`config.mk`:
```
export PLATFORM = sky130hd
export DESIGN_NAME = led_current_ctrl
export DESIGN_NICKNAME = d
export VERILOG_FILES = /design/src/rtl/led_ctrl_pkg.sv /design/src/rtl/led_current_ctrl.sv
export SDC_FILE = /design/constraint.sdc
export NUM_CORES = 1
export LEC_CHECK = 0
export BUFFER_PORTS_ARGS = -buffer_cell sky130_fd_sc_hd__buf_2
export CORE_UTILIZATION = 56
export CTS_CLUSTER_DIAMETER = 200
export CTS_CLUSTER_SIZE = 8
export DETAILED_ROUTE_END_ITERATION = 8
export PLACE_DENSITY = 0.72
export SLEW_MARGIN = 20
export SYNTH_ARGS = -nofsm -noshare
export SYNTH_HDL_FRONTEND = slang
export SYNTH_SLANG_ARGS = --single-unit
```
`constraint.sdc`:
```
create_clock -name clk -period 3.33 [get_ports clk]
set_input_delay 0.666 -clock clk [delete_from_list [all_inputs] [get_ports clk]]
set_output_delay 0.666 -clock clk [all_outputs]
set_load 0.005 [all_outputs]
```
`src/rtl/led_ctrl_pkg.sv`:
```
// constants, tables and carrier types of the led current controller
`default_nettype none
package led_ctrl_pkg;
  // ****************************************************************
  // timing
  // ****************************************************************
  localparam int CLK_PERIOD_PS = 5000;
  localparam int LAT_TIME_US = 500;
  localparam int OFF_TIME_US = 500;
  localparam int PWM_OFF_TIME_US = 1000;
  // longest times, rounded down
  localparam int LAT_CYC = (LAT_TIME_US * 1000000) / CLK_PERIOD_PS;
  localparam int OFF_CYC = (OFF_TIME_US * 1000000) / CLK_PERIOD_PS;
  localparam int PWM_OFF_CYC = (PWM_OFF_TIME_US * 1000000) / CLK_PERIOD_PS;
  // duty window is 2**PWM_WIN_LOG2 cycles
  localparam int PWM_WIN_LOG2 = 14;

  // ****************************************************************
  // codes and currents (units of 0.1 ma)
  // ****************************************************************
  localparam int CODE_W = 6;
  localparam int CUR_W = 9;
  localparam int N_SINKS = 4;
  localparam logic [CODE_W-1:0] CODE_OFF = 6'h00;
  localparam logic [CODE_W-1:0] CODE_FIRST = 6'h01;
  localparam logic [CODE_W-1:0] CODE_LAST = 6'h20;
  localparam logic [CUR_W-1:0] PWM_FULL_DMA = 9'h12c;
  localparam logic [CUR_W-1:0] HI_TBL [32] = '{
    9'h12c, 9'h122, 9'h119, 9'h10f, 9'h105, 9'h0fb, 9'h0f2, 9'h0e8,
    9'h0df, 9'h0d5, 9'h0cb, 9'h0c2, 9'h0b8, 9'h0ae, 9'h0a5, 9'h09b,
    9'h091, 9'h088, 9'h07e, 9'h074, 9'h06b, 9'h061, 9'h057, 9'h04d,
    9'h044, 9'h03a, 9'h030, 9'h027, 9'h01d, 9'h013, 9'h00a, 9'h005};
  localparam logic [CUR_W-1:0] LO_TBL [32] = '{
    9'h0cd, 9'h0c6, 9'h0c0, 9'h0b9, 9'h0b2, 9'h0ac, 9'h0a5, 9'h09e,
    9'h098, 9'h091, 9'h08b, 9'h084, 9'h07d, 9'h077, 9'h070, 9'h06a,
    9'h063, 9'h05c, 9'h056, 9'h04f, 9'h049, 9'h042, 9'h03b, 9'h035,
    9'h02e, 9'h028, 9'h021, 9'h01a, 9'h014, 9'h00d, 9'h007, 9'h003};

  // ****************************************************************
  // types
  // ****************************************************************
  typedef enum logic [1:0] {VAR_HIGH, VAR_LOW, VAR_PWM} variant_t;
  typedef enum logic {ST_SHUTDOWN, ST_ACTIVE} power_state_t;
  typedef struct packed {
    logic [N_SINKS-1:0] enable;
    logic [CUR_W-1:0] current_dma;
  } sink_drive_t;
endpackage
`default_nettype wire

```
`src/rtl/led_current_ctrl.sv`:
```
// single-pin led current controller: edge-count and pwm variants
//
// Summary of operation
// current code comes from the rising edges counted in one burst
// burst of edges, then pin held high for latch timeout, then latch
// after latch timeout the new code drives the sink outputs
// pin low beyond the off timeout enters shutdown, sinks disabled
// entering shutdown clears the current code to zero
// first rising edge out of shutdown wakes and selects code 1
// each further rising edge advances the code by one step
// codes 1 to 32 map onto a descending current table per variant
// one code drives all four sinks together, 32 steps
// pwm variant: pin activity enables and sets brightness, no counting
// pwm variant: current linear in duty, full high gives 30 ma
// pwm variant: pin low over 1 ms shuts the device down
// doubling mode returns to bypass once input headroom suffices
// sink open or grounded keeps the device in doubling mode
// host low pulses last 0.3 to 75 us inside a burst
// host high phases inside a burst stay under 75 us
// edges beyond the 32nd hold the code at 32
// pin synchronised before edge detection; counters fit the timeouts
`default_nettype none
module led_current_ctrl
#(
  parameter led_ctrl_pkg::variant_t VARIANT = led_ctrl_pkg::VAR_HIGH,
  parameter int LAT_CYCLES = led_ctrl_pkg::LAT_CYC,
  parameter int OFF_CYCLES = led_ctrl_pkg::OFF_CYC,
  parameter int PWM_OFF_CYCLES = led_ctrl_pkg::PWM_OFF_CYC,
  parameter int WIN_LOG2 = led_ctrl_pkg::PWM_WIN_LOG2
) (
  input wire logic clk,
  input wire logic rst,
  input wire logic enable_set_line,
  input wire logic headroom_low,
  input wire logic [led_ctrl_pkg::N_SINKS-1:0] sink_untied,
  output var led_ctrl_pkg::sink_drive_t led_sink_outputs_q,
  output var logic [led_ctrl_pkg::CODE_W-1:0] code_q,
  output var logic shutdown_q,
  output var logic doubling_mode_q
);
  import led_ctrl_pkg::*;

  // ****************************************************************
  // elaboration checks and counter sizing
  // ****************************************************************
  localparam int MAX_CYC = (PWM_OFF_CYCLES > OFF_CYCLES) ?
                           PWM_OFF_CYCLES : OFF_CYCLES;
  localparam int TOP_CYC = (MAX_CYC > LAT_CYCLES) ? MAX_CYC : LAT_CYCLES;
  localparam int CNT_W = $clog2(TOP_CYC + 1);
  localparam logic [CNT_W-1:0] LAT_LAST = CNT_W'(LAT_CYCLES - 1);
  localparam logic [CNT_W-1:0] OFF_LAST = CNT_W'(OFF_CYCLES - 1);
  localparam logic [CNT_W-1:0] PWM_OFF_LAST = CNT_W'(PWM_OFF_CYCLES - 1);
  localparam logic [CNT_W-1:0] CNT_TOP = CNT_W'(TOP_CYC);
  localparam bit IS_PWM = (VARIANT == VAR_PWM);

  if (LAT_CYCLES < 2 || OFF_CYCLES < 2 || PWM_OFF_CYCLES < 2) begin : g_chk
    $error("timeout counts must be at least two cycles");
  end
  if (WIN_LOG2 < 4 || WIN_LOG2 > 20) begin : g_chk_win
    $error("pwm window size out of range");
  end

  // ****************************************************************
  // current table lookup
  // ****************************************************************
  function automatic logic [CUR_W-1:0] code_to_dma(
    input logic [CODE_W-1:0] c
  );
    logic [4:0] idx;
    idx = 5'(c - CODE_FIRST);
    if (c == CODE_OFF) begin
      return '0;
    end
    return (VARIANT == VAR_LOW) ? LO_TBL[idx] : HI_TBL[idx];
  endfunction

  // ****************************************************************
  // input synchronisers
  // ****************************************************************
  logic pin_s1_q, pin_s2_q, pin_prev_q;
  logic head_s1_q, head_s2_q;
  logic [N_SINKS-1:0] untied_s1_q, untied_s2_q;

  always_ff @(posedge clk or posedge rst) begin
    if (rst) begin
      pin_s1_q <= 1'b0;
      pin_s2_q <= 1'b0;
      pin_prev_q <= 1'b0;
    end else begin
      pin_s1_q <= enable_set_line;
      pin_s2_q <= pin_s1_q;
      pin_prev_q <= pin_s2_q;
    end
  end

  always_ff @(posedge clk or posedge rst) begin
    if (rst) begin
      head_s1_q <= 1'b0;
      head_s2_q <= 1'b0;
      untied_s1_q <= '0;
      untied_s2_q <= '0;
    end else begin
      head_s1_q <= headroom_low;
      head_s2_q <= head_s1_q;
      untied_s1_q <= sink_untied;
      untied_s2_q <= untied_s1_q;
    end
  end

  logic rise;
  assign rise = pin_s2_q && !pin_prev_q;

  // ****************************************************************
  // high and low time counters
  // ****************************************************************
  logic [CNT_W-1:0] high_cnt_q, low_cnt_q;

  always_ff @(posedge clk or posedge rst) begin
    if (rst) begin
      high_cnt_q <= '0;
      low_cnt_q <= '0;
    end else begin
      if (!pin_s2_q) begin
        high_cnt_q <= '0;
      end else if (high_cnt_q != CNT_TOP) begin
        high_cnt_q <= high_cnt_q + 1'b1;
      end
      if (pin_s2_q) begin
        low_cnt_q <= '0;
      end else if (low_cnt_q != CNT_TOP) begin
        low_cnt_q <= low_cnt_q + 1'b1;
      end
    end
  end

  logic off_fire, latch_fire;
  assign off_fire = !pin_s2_q &&
                    (low_cnt_q == (IS_PWM ? PWM_OFF_LAST : OFF_LAST));
  assign latch_fire = !IS_PWM && pin_s2_q && (high_cnt_q == LAT_LAST);

  // ****************************************************************
  // power state
  // ****************************************************************
  power_state_t state_q;

  always_ff @(posedge clk or posedge rst) begin
    if (rst) begin
      state_q <= ST_SHUTDOWN;
    end else begin
      unique case (state_q)
        ST_SHUTDOWN: begin
          if (rise) begin
            state_q <= ST_ACTIVE;
          end
        end
        ST_ACTIVE: begin
          if (off_fire) begin
            state_q <= ST_SHUTDOWN;
          end
        end
      endcase
    end
  end

  // ****************************************************************
  // edge counting and latching (serial variants)
  // ****************************************************************
  logic [CODE_W-1:0] count_q;

  always_ff @(posedge clk or posedge rst) begin
    if (rst) begin
      count_q <= CODE_OFF;
    end else if (IS_PWM || off_fire) begin
      count_q <= CODE_OFF;
    end else if (rise) begin
      if (state_q == ST_SHUTDOWN || count_q == CODE_OFF) begin
        count_q <= CODE_FIRST;
      end else if (count_q != CODE_LAST) begin
        count_q <= count_q + 1'b1;
      end
    end else if (latch_fire) begin
      count_q <= CODE_OFF;
    end
  end

  always_ff @(posedge clk or posedge rst) begin
    if (rst) begin
      code_q <= CODE_OFF;
    end else if (off_fire || IS_PWM) begin
      code_q <= CODE_OFF;
    end else if (latch_fire && count_q != CODE_OFF) begin
      code_q <= count_q;
    end
  end

  // ****************************************************************
  // duty measurement (pwm variant)
  // ****************************************************************
  logic [WIN_LOG2-1:0] win_cnt_q;
  logic [WIN_LOG2:0] high_acc_q;
  logic [CUR_W-1:0] pwm_dma_q;
  logic [WIN_LOG2+CUR_W:0] duty_prod;
  logic win_end;

  assign win_end = &win_cnt_q;
  assign duty_prod = (WIN_LOG2+CUR_W+1)'(high_acc_q + pin_s2_q) *
                     PWM_FULL_DMA;

  always_ff @(posedge clk or posedge rst) begin
    if (rst) begin
      win_cnt_q <= '0;
      high_acc_q <= '0;
      pwm_dma_q <= '0;
    end else if (!IS_PWM || state_q == ST_SHUTDOWN) begin
      win_cnt_q <= '0;
      high_acc_q <= '0;
      pwm_dma_q <= '0;
    end else if (win_end) begin
      win_cnt_q <= '0;
      high_acc_q <= '0;
      pwm_dma_q <= CUR_W'(duty_prod >> WIN_LOG2);
    end else begin
      win_cnt_q <= win_cnt_q + 1'b1;
      high_acc_q <= high_acc_q + pin_s2_q;
    end
  end

  // ****************************************************************
  // sink drive
  // ****************************************************************
  logic [CUR_W-1:0] drive_dma;
  assign drive_dma = IS_PWM ? pwm_dma_q : code_to_dma(code_q);

  always_ff @(posedge clk or posedge rst) begin
    if (rst) begin
      led_sink_outputs_q <= '0;
      shutdown_q <= 1'b1;
    end else begin
      shutdown_q <= (state_q == ST_SHUTDOWN);
      led_sink_outputs_q.current_dma <= drive_dma;
      led_sink_outputs_q.enable <= {N_SINKS{(state_q == ST_ACTIVE) &&
                                    (drive_dma != '0)}};
    end
  end

  // ****************************************************************
  // 1x / 2x mode selection
  // ****************************************************************
  always_ff @(posedge clk or posedge rst) begin
    if (rst) begin
      doubling_mode_q <= 1'b0;
    end else if (state_q == ST_SHUTDOWN) begin
      doubling_mode_q <= 1'b0;
    end else if (head_s2_q || (|untied_s2_q)) begin
      doubling_mode_q <= 1'b1;
    end else begin
      doubling_mode_q <= 1'b0;
    end
  end
endmodule
`default_nettype wire

```
==> impl_results.md <==
* CTS Hold Buffers Added at 0
* Die Height at 87.4 µm
* Synthesized area per cell at about 9.3 µm²
* Worst hold path class: flop to flop
* R2r setup slk at approximately 0.34 ns
* Setup crit start kind: flop
* WHS at roughly 0.35 ns
* CTS Root Cell: clkbuf_8
* Routed Antenna Nets at 0
* Count leader, synth: dfrtp_1
* Clk_skew at around 0.0081 ns
* Required time worst endpoint at approximately 3.6 ns
* Hold path startpoint: untied_s1_q[1]
* Final Net Count at 488
* Min Tclk post-route at 2.99 ns
* RSZ-0062 raised after global routing: false
* Post-synthesis cell count at 438
* Clock-pin transition on the worst setup and hold timing paths at 0.08 ns
* CTS tree: built
* Total overflow reported by the global router at 0
* Leakage at just over 0.002 µW
* Pin count of the biggest net entering global routing at 44
* Pwr dens at 378 nW/µm²
* Core area at 6910 µm²
* Syn Nets at 461
* Largest cells by area after synthesis: dfrtp_1, ha_1, xnor2_1
* Min-Delay Endpoint: untied_s2_q[1]
* Residual DRC at 0
* Total CTS buffers at 9
* Cells after DPL at 550
* Post-route cell area at about 4500 µm²
* Area Growth Syn to Fin at 11.0%
* Final cell count without fillers at between 500 and 600
* Postcts setup bufs at 0
* Die ar. at about 7600 µm²
* DR WL/cell at 14.0 µm
* Share of cells above drive strength 1 at 14.5%
* Number of max-cap violations at 0
* First-pass GRT wire length at 13500 µm
* Synthesized cell area at 4090 µm²
* Clk buf depth at 2
* Initial core utilization at 59.1%
* Post-synthesis sequential area ratio at 45.4%
* Worst vdd ir at 0.392 mV
* R2r worst-path depth at 10
* Die width at 87.4 µm
* Slew Limit Fails at 0
* Dpl cell area at 4330 µm²
* Worst-Skew Late Latency at 0.35 ns
* PortBufs at 28
* Hold Path Cell Cnt at 0
* Tcrit/Tclk final at about nine tenths
* FP Rows at 30
* Ys Warns at 0
* Fmax at roughly 330 MHz
* Worst r2r src: code_q[0]
* Worst setup EP type: flop
* Number of flops mapped to enable cells by yosys at 0
* Status: finished, final reports clean
* Top cells by count, synth: dfrtp_1, nor2_1, nand2_1
* # diodes at 0
* Vias in the first global route at 3010
* Initial antenna violation count at 0
* RePlAce Congestion at about 0.96
* Area share of the largest cell type after synthesis at 44.7%
* Post-synth top area cell: dfrtp_1
* Critical path class: flop to flop
* First DRT Iteration DRCs at roughly 220
* RR Endpoint: led_sink_outputs_q[9]
* Slew headroom at 48.8%
* Clock Sink Count at 74
* Post-Route WL at approximately 7900 µm
* Synth cell types at 66
* Worst-Margin Slew at 0.761 ns
* DR vias/cell at 5.71
* Io pins at 29
* Arrival time at the worst endpoint at 3.21 ns
* Async S/R FF share, synth at between 90% and 100%
* Setup TNS at 0 ns
* Pre-antenna DRT Iters at 4
* Final setup fails at 0
* Vias at 3234
* FF+latch count, synth at 74
* Htree depth at 3
* Primary FF master, synth: dfrtp_1
* Final Hold Fails at 0
* Post-CTS Resized at 0
* Tot GR Track Use at 22.9%
* Post-DP HPWL at between 5000 and 6000 µm
* Maximum fanout along the worst path at 12
## where the power goes
part           internal [µW]  switching (µW)
registers                913            10.9
clock network            359             367
logic                   22.6            43.4
## kinds of logic (layout without fill, tap and decap cells)
logic type | count (synthesis) | count (layout) | synth area share (%)
simple gates | 192 | 192 | 25.2
flops | 74 | 74 | 45.4
compound gates | 73 | 73 | 11.7
buf+inv | 45 | 77 | 4.59
xor+xnor | 36 | 36 | 7.72
fa+ha+maj | 15 | 15 | 4.59
mux | 3 | 3 | 0.766
## cell type report
cell class	instances	area [µm²]
Clock buffer	9	124
Fill cell	580	2370
Inverter	24	90.1
Timing Repair Buffer	37	220
Tap cell	96	120
Clock inverter	7	83.8
Sequential cell	74	1850
Multi-Input combinational cell	319	2040
## worst max-delay path, cell delays in order (launching register included)
cell and delay (ns):
dfrtp_1 0.38, inv_1 0.13, ha_1 0.31, inv_1 0.11, ha_1 0.47, buf_4 0.23, inv_1 0.18, o32ai_1 0.32
o32ai_1 0.13, a2111oi_0 0.43, a41oi_1 0.16
## cell usage in the layout, fill, tap and decap left out, types with 5 or more instances in the layout
| cell type | count |
|---|---|
| nand2b_1 | 7 |
| ha_1 | 15 |
| buf_4 | 8 |
| nor2_1 | 41 |
| or4_1 | 5 |
| nor3_1 | 13 |
| nand3_1 | 21 |
| and2_1 | 17 |
| dfrtp_1 | 73 |
| or3_1 | 8 |
| nand4_1 | 7 |
| o21ai_0 | 13 |
| o21ai_1 | 6 |
| xor2_1 | 15 |
| xnor2_1 | 21 |
| inv_1 | 22 |
| clkbuf_8 | 9 |
| nand2_1 | 38 |
| buf_2 | 28 |
| a21oi_1 | 20 |
## how the worst max path moves through the flow
stage,end,slack [ns],start,depth (start not counted)
after floorplan,led_sink_outputs_q[9],0.40,code_q[0],12
after global placement,led_sink_outputs_q[9],0.51,code_q[0],10
after detailed placement,led_sink_outputs_q[9],0.39,code_q[0],10
after CTS,led_sink_outputs_q[9],0.36,code_q[0],10
after global routing,led_sink_outputs_q[9],0.11,code_q[0],10
final,led_sink_outputs_q[9],0.34,code_q[0],10
## state kept, by name (all words and copies together) (netlist names)
register	count
code_q	6
shutdown_q	1
untied_s1_q	4
head_s1_q	1
low_cnt_q	18
pin_prev_q	1
led_sink_outputs_q	10
doubling_mode_q	1
state_q	1
untied_s2_q	4
pin_s1_q	1
pin_s2_q	1
high_cnt_q	18
count_q	6
head_s2_q	1
## metal layers
layer / global-route usage, % / up-vias / routed length (µm)
met2: 38.6 / 108 / 3880
met4: 7.90 / 0 / 127
li1: - / 1567 / -
met3: 5.21 / 18 / 419
met1: 28.9 / 1541 / 3510
met5: 0 / - / 0
## through the flow
step / power [µW] / util [%] / worst slack [ns]
after floorplan: 988 / - / 0.400
after global placement: 1010 / 62.7 / 0.507
after detailed placement: 1010 / 62.7 / 0.386
after CTS: 1740 / 65.7 / 0.356
after global routing: 1790 / 65.7 / 0.108
final: 1720 / 65.7 / 0.337
(Power assumes the default switching activity.)
